<file path="src/sar_pkg.sv">
// Shared constants for the converter readout link and its host
package sar_pkg;
  localparam int CLK_HZ = 10_000_000;
  localparam int CLK_NS = 1_000_000_000 / CLK_HZ;
  // Conversion time window
  localparam int CONV_MIN_NS = 460;
  localparam int CONV_MAX_NS = 527;
  localparam int CONV_MIN_CYC = (CONV_MIN_NS + CLK_NS - 1) / CLK_NS;
  localparam int CONV_MAX_CYC = CONV_MAX_NS / CLK_NS;
  // Busy length actually used, inside the window
  localparam int CONV_CYC = CONV_MIN_CYC;
  // Host side spacing
  localparam int CYC_US = 1;
  localparam int CYC_CYC = (CYC_US * 1000 + CLK_NS - 1) / CLK_NS;
  localparam int CNV_HL_NS = 20;
  localparam int CNV_HL_CYC = (CNV_HL_NS + CLK_NS - 1) / CLK_NS;
  localparam int QUIET_NS = 20;
  localparam int QUIET_CYC = (QUIET_NS + CLK_NS - 1) / CLK_NS;
  // Serial clock half period made by the host divider; two halves of three
  // cycles cover the device's two-flop input lag plus the host's own sync lag
  localparam int SCK_HALF_CYC = 3;
  localparam int RES_BITS = 16;
  // Reset values
  localparam logic [15:0] RESULT_RST = 16'h0000;
endpackage

</file>
<file path="src/sar_link_if.sv">
// Pin-level link between converter and host
`timescale 1ns/1ns
interface sar_link_if;
  logic convert_start;
  logic busy;
  logic sck;
  logic chain;
  logic read_enable_or_chain_in;
  logic sdo_o;
  logic sdo_oe;
  logic sdo;
  // Released line reads high through a weak pull
  assign sdo = sdo_oe ? sdo_o : 1'b1;
  modport dev (input convert_start, sck, chain, read_enable_or_chain_in,
    output busy, sdo_o, sdo_oe);
  modport host (output convert_start, sck, chain, read_enable_or_chain_in,
    input busy, sdo);
endinterface

</file>
<file path="src/sar_dev.sv">
// Converter end: conversion timing, result word and serial readout
//
// Function
// - Convert rising edge starts a new conversion.
// - Busy high during conversion, 460..527 ns.
// - Host spaces convert edges one microsecond.
// - Host holds convert high, low 20 ns.
// - Host keeps serial clock quiet 20 ns.
// - Chain low means normal mode, pin enables.
// - Read enable low drives output, high releases.
// - Chain high makes shared pin serial input.
// - Result shifts out MSB first, rising edges.
// - Chain mode forwards upstream bits downstream.
// - Result coded as two's complement.
// - MSB appears when busy falls, no clock.
// - Normal mode serial clock period 10 ns.
// - Chain mode serial clock period 13.5 ns.
// - Gain compression maps to 10..90 percent.
// - Word belongs to the conversion just ended.
`timescale 1ns/1ns
module sar_dev
  import sar_pkg::*;
#(
  parameter int WIDTH = RES_BITS
) (
  // Clock and reset
  input wire logic clk,
  input wire logic rst,
  // Link pins
  sar_link_if.dev link,
  // Sampled analog value as an unsigned offset code
  input wire logic [WIDTH-1:0] sample_code,
  // Gain compression select, high means none
  input wire logic gain_compression_select
);
  initial begin
    if (WIDTH != 16) $error("sar_dev serves a 16-bit word only");
  end

  typedef enum logic [0:0] {ST_IDLE, ST_CONV} sar_state_e;

  // Two-flop synchronisers for pin inputs
  logic [1:0] cnv_s_q, sck_s_q, chn_s_q, rin_s_q;
  logic cnv_last_q, sck_last_q;
  always_ff @(posedge clk or posedge rst) begin
    if (rst) begin
      cnv_s_q <= 2'h0;
      sck_s_q <= 2'h0;
      chn_s_q <= 2'h0;
      rin_s_q <= 2'h3;
      cnv_last_q <= 1'b0;
      sck_last_q <= 1'b0;
    end else begin
      cnv_s_q <= {cnv_s_q[0], link.convert_start};
      sck_s_q <= {sck_s_q[0], link.sck};
      chn_s_q <= {chn_s_q[0], link.chain};
      rin_s_q <= {rin_s_q[0], link.read_enable_or_chain_in};
      cnv_last_q <= cnv_s_q[1];
      sck_last_q <= sck_s_q[1];
    end
  end

  logic cnv_rise, sck_rise, chain_mode, pin_in;
  assign cnv_rise = cnv_s_q[1] & ~cnv_last_q;
  assign sck_rise = sck_s_q[1] & ~sck_last_q;
  assign chain_mode = chn_s_q[1];
  assign pin_in = rin_s_q[1];

  // Gain compression: code*0.8 + 0.1*full scale, then to two's complement
  function automatic logic [15:0] sar_code(input logic [15:0] raw,
                                           input logic gc_off);
    logic [31:0] scaled;
    logic [15:0] unsig;
    scaled = 32'h0;
    unsig = raw;
    if (!gc_off) begin
      // Integer 4/5 scale leaves a small rounding loss, accepted
      scaled = ({16'h0000, raw} * 32'h0000_0004) / 32'h0000_0005;
      unsig = scaled[15:0] + 16'h199A;
    end
    // Flip the MSB: offset binary to two's complement
    return {~unsig[15], unsig[14:0]};
  endfunction

  sar_state_e state_q, state_d;
  logic [15:0] cnt_q, cnt_d;
  logic [15:0] shreg_q, shreg_d;
  logic busy_q, busy_d;

  // Conversion sequencer and shifter, next values
  always_comb begin
    state_d = state_q;
    cnt_d = cnt_q;
    shreg_d = shreg_q;
    busy_d = busy_q;
    case (state_q)
      ST_IDLE: begin
        if (cnv_rise) begin
          state_d = ST_CONV;
          busy_d = 1'b1;
          cnt_d = 16'h0000;
        end else if (sck_rise) begin
          shreg_d = {shreg_q[14:0], chain_mode ? pin_in : 1'b0};
        end
      end
      ST_CONV: begin
        cnt_d = cnt_q + 16'h0001;
        if (cnt_q == 16'(CONV_CYC - 1)) begin
          state_d = ST_IDLE;
          busy_d = 1'b0;
          shreg_d = sar_code(sample_code, gain_compression_select);
        end
      end
      default: begin
        state_d = ST_IDLE;
        busy_d = 1'b0;
      end
    endcase
  end

  // Sequencer registers
  always_ff @(posedge clk or posedge rst) begin
    if (rst) begin
      state_q <= ST_IDLE;
      cnt_q <= 16'h0000;
      shreg_q <= RESULT_RST;
      busy_q <= 1'b0;
    end else begin
      state_q <= state_d;
      cnt_q <= cnt_d;
      shreg_q <= shreg_d;
      busy_q <= busy_d;
    end
  end

  assign link.sdo_o = shreg_q[15];
  assign link.busy = busy_q;
  assign link.sdo_oe = chain_mode | ~pin_in;
endmodule

</file>
<file path="src/flat_wrapper.sv">
// flat-port wrapper written by rule: the top's interface ports become plain ports
module sar_dev_flat import sar_pkg::*;
#(
  parameter int WIDTH = RES_BITS
)
  (clk, rst, sample_code, gain_compression_select, link_convert_start, link_sck, link_chain, link_read_enable_or_chain_in, link_busy, link_sdo_o, link_sdo_oe);
  sar_link_if link_i ();
  input wire logic clk;
  input wire logic rst;
  input wire logic [WIDTH-1:0] sample_code;
  input wire logic gain_compression_select;
  input wire logic [$bits(link_i.convert_start)-1:0] link_convert_start;
  input wire logic [$bits(link_i.sck)-1:0] link_sck;
  input wire logic [$bits(link_i.chain)-1:0] link_chain;
  input wire logic [$bits(link_i.read_enable_or_chain_in)-1:0] link_read_enable_or_chain_in;
  output wire logic [$bits(link_i.busy)-1:0] link_busy;
  output wire logic [$bits(link_i.sdo_o)-1:0] link_sdo_o;
  output wire logic [$bits(link_i.sdo_oe)-1:0] link_sdo_oe;
  assign link_i.convert_start = link_convert_start;
  assign link_i.sck = link_sck;
  assign link_i.chain = link_chain;
  assign link_i.read_enable_or_chain_in = link_read_enable_or_chain_in;
  assign link_busy = link_i.busy;
  assign link_sdo_o = link_i.sdo_o;
  assign link_sdo_oe = link_i.sdo_oe;
  sar_dev #(.WIDTH(WIDTH)) u_core (.clk(clk), .rst(rst), .link(link_i), .sample_code(sample_code), .gain_compression_select(gain_compression_select));
endmodule
</file>
<file path="config.mk">
export PLATFORM = sky130hd
export DESIGN_NAME = sar_dev_flat
export DESIGN_NICKNAME = d
export VERILOG_FILES = /design/src/sar_pkg.sv /design/src/sar_link_if.sv /design/src/sar_dev.sv /design/src/flat_wrapper.sv
export SDC_FILE = /design/constraint.sdc
export NUM_CORES = 1
export LEC_CHECK = 0
export BUFFER_PORTS_ARGS = -buffer_cell sky130_fd_sc_hd__buf_2
export CAP_MARGIN = 30
export CELL_PAD_IN_SITES_DETAIL_PLACEMENT = 0
export CELL_PAD_IN_SITES_GLOBAL_PLACEMENT = 1
export CORE_MARGIN = 3
export CORE_UTILIZATION = 45
export DETAILED_ROUTE_END_ITERATION = 7
export PLACE_DENSITY_LB_ADDON = 0.1
export SLEW_MARGIN = 20
export SYNTH_ARGS = -nofsm -noshare
export SYNTH_HDL_FRONTEND = slang
export SYNTH_SLANG_ARGS = --single-unit
</file>
<file path="constraint.sdc">
create_clock -name clk -period 5.2 [get_ports clk]
set_input_delay 0.52 -clock clk [delete_from_list [all_inputs] [get_ports clk]]
set_output_delay 0.52 -clock clk [all_outputs]
set_load 0.05 [all_outputs]
</file>
==> summary.md, run 1 <==
| Metric | Value |
|---|---|
| CTS buffer count | `5` |
| Area leader, netlist | `dfrtp_1` |
| Status | `finished, violations left` |
| Crit. End Element | `register` |
| Setup WS pre-CTS | `-1.488 ns` |
| End point of the critical path | `u_core.shreg_q[15]` |
| WP buf/inv | `4` |
| Peak supply drop | `0.0002870 V` |
| Detailed Route WL | `16.69 mm` |
| Ports | `26` |
| Starting DRT DRC Count | `between 500 and 600` |
| Maxcap violations | `0` |
| Fin. Hold Viols | `0` |
| HP Class | `in -> reg` |
| Die area | `0.01210 mm²` |
| Leakage power | `0.002968 µW` |
| Total DRC errors in the routed layout | `0` |
| Total power | `2359 µW` |
| CP Launch Type | `input port` |
| DR WL/cell | `approximately 18 µm` |
| Rows | `37` |
| Period Utilization, post-route | `121.4%` |
| Vias in the first global route | `around 5500` |
| Pin count of the biggest net entering global routing | `between 40 and 50` |
| Routability Congestion | `around 0.94` |
| Pint | `1369 µW` |
| Top delay family on crit path | `simple AND/OR/NAND/NOR gates` |
| Synthesis-to-finish area growth | `44.72%` |
| Die height | `110.0 µm` |
| Setup_tns | `-14.63 ns` |
| Async SR Flop Fraction | `100.0%` |
| Most area-consuming cells after synthesis | `dfrtp_1, o21ai_0, nand2_1` |
| Worst-path clk slew | `0.08 ns` |
| Die Span X | `between 100 and 150 µm` |
| CTS Hold Bufs | `0` |
| Critical Path Stages | `30` |
| Cells after synthesis | `~640` |
| DR vias | `a little under 6000` |
| Sequential area share after synthesis | `between 20 and 25%` |
| Tmin final | `around 6.3 ns` |
| Antenna diode count | `0` |
| Setup WS post-layout | `-1.115 ns` |
| Worst Setup SP | `sample_code[11]` |
| GRT Total Usage | `27.00%` |
| Fmax | `about 160 MHz` |
| Share of post-route cells with drive strength above 1 | `40.32%` |
| Clk_lat worst skew | `about 0.30 ns` |
| Max-Slew Margin vs Limit | `38.71%` |
| Failing checks | `setup timing` |
| Synth Flop Type | `dfrtp_1` |
| TritonCTS clock tree | `yes` |
| Post-synthesis instance area | `just under 0.005 mm²` |
| PwrDens | `approximately 330 mW/mm²` |
| Starting Density | `46.74%` |
| Final #Nets | `roughly 840` |
| Setup CP Type | `in -> reg` |
| Detail Route Antenna Nets | `0` |
| Count leader, synth | `nand2_1` |
| Critical path's slowest cell | `or4b_4` |
| Via-to-Cell Ratio | `6.173` |
| Clk network pwr share | `12.3%` |
| Max Slew Vio Count | `0` |
| Average size of a mapped cell | `between 7 and 8 µm²` |
| Top-area cell type share of the netlist area | `21.59%` |
| Deepest clock path buffer count | `2` |
| Placed wire-length estimate | `11.58 mm` |
| Slew @ Worst Pin | `0.9194 ns` |
| RSZ-0062 raised after global routing | `true` |
| Max incr delay on CP | `0.56 ns` |
| DRT Pass-1 Iters | `5` |
| Post-synth EDFFs | `0` |
| Post-Syn Nets | `approximately 670` |
| Cell variety after synth | `104` |
| # clock sinks | `44` |
| WP data arrival | `between 6 and 7 ns` |
| Crit-path max FO | `6` |
| Synthesis-stage register bit count | `44` |
| Final cell count without fillers | `952` |
| Logic pwr share | `65.5%` |
| Switch Pwr | `989.5 µW` |
| Initial antenna violation count | `0` |
| Worst R2R Path Depth | `8` |
| Warnings, synthesis | `0` |
| CTS Root Cell | `clkbuf_8` |
| Placed cells | `around 900` |
| H-tree Lvls | `2` |
| Clock Skew | `between 0.005 and 0.006 ns` |
| Reg2reg start | `u_core.state_q` |
| Synth cell count leaders | `nand2_1, nor2_1, o21ai_0` |
| Core area | `between 0.01 and 0.015 mm²` |
| Seq pwr share | `22.3%` |
| Data required, critical path | `5.41 ns` |
| First-pass GRT wire length | `26.52 mm` |
| Utilization after layout | `67.64%` |
| Switching Fraction | `41.95%` |
| Reg-to-Reg End | `u_core.shreg_q[14]` |
| Count of buffers from port buffering | `25` |
| Grt ovf | `0` |
| Final setup fails | `16` |
| Reg-to-reg slack, setup | `2.22 ns` |
[repair_timing]
| action | in CTS | in global routing |
|---|---|---|
| buffers inserted | 30 | 18 |
| pin swaps | 36 | 52 |
| gates resized for setup | 46 | 53 |
| setup endpoints to repair | 16 | 16 |
| cloned | 1 | 0 |
[cells in the final DEF (no fill, tap or decap), types with 9 or more instances in the layout]
| cell | netlist | routed |
|---|---|---|
| nand3_1 | 36 | 36 |
| nor3_1 | 21 | 16 |
| a31oi_1 | 10 | 9 |
| buf_4 | 2 | 178 |
| buf_6 | 3 | 10 |
| nand2_1 | 69 | 64 |
| a21oi_1 | 33 | 30 |
| nor2_1 | 53 | 49 |
| nand4_1 | 12 | 12 |
| dfrtp_1 | 42 | 42 |
| o211ai_1 | 11 | 11 |
| buf_2 | 10 | 20 |
| nand2b_1 | 11 | 9 |
| o21ai_1 | 7 | 13 |
| inv_1 | 20 | 18 |
| o21ai_0 | 52 | 42 |
[registers in the layout (all words and copies together) (netlist names), 2 cells and up]
name            cells
u_core.chn_s_q      2
u_core.cnv_s_q      2
u_core.rin_s_q      2
u_core.shreg_q     16
u_core.cnt_q       16
u_core.sck_s_q      2
[cell families after synthesis]
group / synth area share, %
xor gates and xnor gates: 2.159
adders and majority gates: 1.953
muxes: 1.876
DFF: 22.67
AOI/OAI and AO/OA: 34.11
buffers and inverters: 5.962
and+or+nand+nor: 31.28
[layout make-up]
class                      instances  area [µm²]
multi-input combinational        529        3940
clock inverter                     1       30.03
inverter                          23       86.33
clock buffer                       7       96.34
timing repair buffer             212        1619
fill                             868        3371
tap                              136       170.2
sequential                        44        1104
[per-stage QoR]
stage               hold WS (ns)  instance area [µm²]
finish                    0.3109                 7046
global placement          0.3326                 6165
CTS                       0.3024                 6736
detailed placement        0.3379                 6165
global route              0.2961                 7046
floorplan                 0.3312                 4990
[how the worst min path moves through the flow]
stage / start / to / cells past startpoint
finish: link_read_enable_or_chain_in / u_core.rin_s_q[0] / 1
floorplan: u_core.chn_s_q[0] / u_core.chn_s_q[1] / 0
CTS: link_read_enable_or_chain_in / u_core.rin_s_q[0] / 1
detailed placement: u_core.sck_s_q[0] / u_core.sck_s_q[1] / 0
global route: link_read_enable_or_chain_in / u_core.rin_s_q[0] / 1
global placement: u_core.cnv_s_q[0] / u_core.cnv_s_q[1] / 0
[power groups by stage]
stage,clock (µW),sequential [µW],combinational (µW)
3_5_place_dp,0,530,1240
2_1_floorplan,0,516,838
3_3_place_gp,0,526,1210
4_1_cts,294,523,1430
6_report,290,525,1540
5_1_grt,313,539,1680
[worst reg2reg max path: cells and delay by family (launching register included)]
family	cells	cell delay (ns)
AO/OA/AOI/OAI	3	0.36
flip-flops	1	0.95
AND/OR/NAND/NOR	5	1.57
[per-layer routing]
layer	GRT usage (%)	vias up	share of wire, %
met5	0	-	0
met4	7.035	0	2.1
met3	2.563	36	4.6
met2	46.45	201	49
met1	36.22	2834	44
li1	-	2806	-
Power figures use the tool's default switching activity.
==> run 2, diff against run 1 <==
- CAP_MARGIN: 30 -> 20
- SETUP_SLACK_MARGIN: unset -> 0.3
==> run 2 against run 1 <==
  * The flow still finishes with violations (setup timing)
  * Non-clock buffer count fell by 11
  * Critical path type unchanged
  * Clock power barely moved
  * Largest power group unchanged
  * Sequential power barely moved
==> summary.md, run 2 (synthesized netlist as in run 1, its figures left out) <==
| Metric | Value |
|---|---|
| Status | `finished, violations left` |
| Failing checks | `setup timing` |
| Reg-to-Reg End | `u_core.shreg_q[14]` |
| GRT Total Usage | `26.68%` |
| Clk_lat worst skew | `0.31 ns` |
| Initial antenna violation count | `0` |
| Pin count of the biggest net entering global routing | `45` |
| Logic pwr share | `65.1%` |
| CTS buffer count | `5` |
| CTS Root Cell | `clkbuf_8` |
| Hold path endpoint | `u_core.rin_s_q[0]` |
| Setup_tns | `-13.11 ns` |
| # clock sinks | `44` |
| Via-to-Cell Ratio | `approximately 6.2` |
| Data required, critical path | `~5.4 ns` |
| Fmax | `160.3 MHz` |
| Most frequent cells in the layout | `buf_4, nand2_1, nor2_1` |
| Core area | `approximately 0.010 mm²` |
| Switching Fraction | `~42%` |
| Max-Slew Margin vs Limit | `slightly below 40%` |
| Worst R2R Path Depth | `7` |
| Max Slew Vio Count | `0` |
| Antenna diode count | `0` |
| Setup CP Type | `in -> reg` |
| Peak supply drop | `~0.00026 V` |
| Vias in the first global route | `5479` |
| Max Used Layer | `met4` |
| Grt ovf | `0` |
| Die area | `0.01210 mm²` |
| Tmin final | `roughly 6.2 ns` |
| CTS Hold Bufs | `0` |
| Clk network pwr share | `12.4%` |
| DRT Pass-1 Iters | `5` |
| Starting DRT DRC Count | `596` |
| Met3 WL | `833 µm` |
| Leakage power | `0.002916 µW` |
| First-pass GRT wire length | `26.17 mm` |
| HP Class | `in -> reg` |
| Max incr delay on CP | `just under 0.6 ns` |
| Largest regs | `u_core.cnt_q x16, u_core.shreg_q x16` |
| WL met2 | `between 8 and 9 mm` |
| Switch Pwr | `978.5 µW` |
| Deepest clock path buffer count | `2` |
| Share of post-route cells with drive strength above 1 | `38.76%` |
| Rows | `37` |
| RSZ-0062 raised after global routing | `true` |
| DR vias | `~5800` |
| Synthesis-to-finish area growth | `42.79%` |
| WP data arrival | `~6.4 ns` |
| H-tree Lvls | `2` |
| Detail Route Antenna Nets | `0` |
| Crit-path max FO | `6` |
| Ports | `26` |
| Detailed Route WL | `16.50 mm` |
| Seq pwr share | `~23%` |
| TritonCTS clock tree | `yes` |
| Slew @ Worst Pin | `0.9094 ns` |
| Clock Skew | `0.006119 ns` |
| Die Span X | `110.0 µm` |
| Period Utilization, post-route | `120.0%` |
| Utilization after layout | `66.74%` |
| Hold path startpoint | `link_read_enable_or_chain_in` |
| Total power | `around 2300 µW` |
| Fin. Hold Viols | `0` |
| Crit. End Element | `register` |
| Final #Nets | `833` |
| Worst hold path depth | `1` |
| Critical path's slowest cell | `or4b_4` |
| Commonest non-fill, non-tap cell in the layout | `buf_4` |
| M1 WL | `~7.3 mm` |
| Total DRC errors in the routed layout | `0` |
| Setup WS post-layout | `-1.038 ns` |
| Worst-path clk slew | `0.08 ns` |
| Starting Density | `between 40% and 50%` |
| Filler Cell Count | `892` |
| PwrDens | `334.8 mW/mm²` |
| Maxcap violations | `0` |
| Reg2reg start | `u_core.state_q` |
| Routability Congestion | `roughly 0.94` |
| CP Launch Type | `input port` |
| Count of buffers from port buffering | `25` |
| DR WL/cell | `17.53 µm` |
| Final setup fails | `16` |
| Die height | `110.0 µm` |
| Pint | `1349 µW` |
| Placed wire-length estimate | `roughly 12 mm` |
| Reg-to-reg slack, setup | `2.21 ns` |
run 2: cell count changes in the layout (fill, tap and decap cells not counted), moves of 2 or more:
cell | before | now
nor3_1 | 16 | 18
a2111oi_2 | 4 | 2
buf_4 | 178 | 166
nor3_2 | 6 | 4
o21ai_0 | 42 | 46
o21ai_1 | 13 | 10
run 2: area by class of cell:
| class | instances | area [µm²] | share of cell area, % |
|---|---|---|---|
| Clock buffer | 7 | 96.34 | 1.386 |
| Sequential cell | 44 | 1104 | 15.87 |
| Timing Repair Buffer | 201 | 1540 | 22.16 |
| Tap cell | 136 | 170.2 | 2.448 |
| Inverter | 23 | 88.84 | 1.278 |
| Clock inverter | 1 | 30.03 | 0.4320 |
| Multi-Input combinational cell | 529 | 3923 | 56.43 |
run 2: power by group through the flow:
stage	Clock (µW)	Sequential, µW	Combinational (µW)
floorplan	0	516	838
global placement	0	526	1210
detailed placement	0	530	1240
CTS	294	523	1400
global route	313	539	1640
finish	288	525	1510
run 2: repair_timing:
action,CTS,global route
gates resized for setup,45,45
cloned,1,0
setup buffers,19,12
pin swaps,36,37
endpoints found under the setup margin,16,16
run 2: routing by layer:
layer / global-route usage (%) / up-vias
met1: 35.75 / 2822
met5: 0 / -
met4: 7.124 / 0
li1: - / 2785
met3: 2.737 / 37
met2: 45.71 / 188
run 2: worst max-delay path by stage:
| stage | from | end | slack (ns) | depth (start not counted) |
|---|---|---|---|---|
| 2_1_floorplan | sample_code[10] | u_core.shreg_q[9] | -1.08 | 29 |
| 3_3_place_gp | sample_code[10] | u_core.shreg_q[9] | -1.36 | 28 |
| 3_5_place_dp | sample_code[11] | u_core.shreg_q[9] | -1.49 | 28 |
| 4_1_cts | sample_code[15] | u_core.shreg_q[9] | -1.0 | 30 |
| 5_1_grt | sample_code[10] | u_core.shreg_q[9] | -1.23 | 32 |
| 6_report | sample_code[15] | u_core.shreg_q[9] | -1.04 | 30 |
run 2: per-stage QoR:
stage / instances / instance area, µm² / setup WS, ns / hold WS [ns]
global route: 941 / 6952 / -1.234 / 0.2961
CTS: 929 / 6651 / -0.9965 / 0.3024
floorplan: 638 / 4990 / -1.080 / 0.3312
global placement: 901 / 6165 / -1.357 / 0.3326
finish: 941 / 6952 / -1.038 / 0.3088
detailed placement: 901 / 6165 / -1.488 / 0.3379
run 2: worst max-delay path: cells and delay by family:
kind / cells / cell delay [ns]
and+or+nand+nor: 11 / 2.78
AOI/OAI and AO/OA: 11 / 1.71
buffers and inverters: 4 / 0.61
adders and majority gates: 2 / 0.47
xor gates and xnor gates: 2 / 0.30
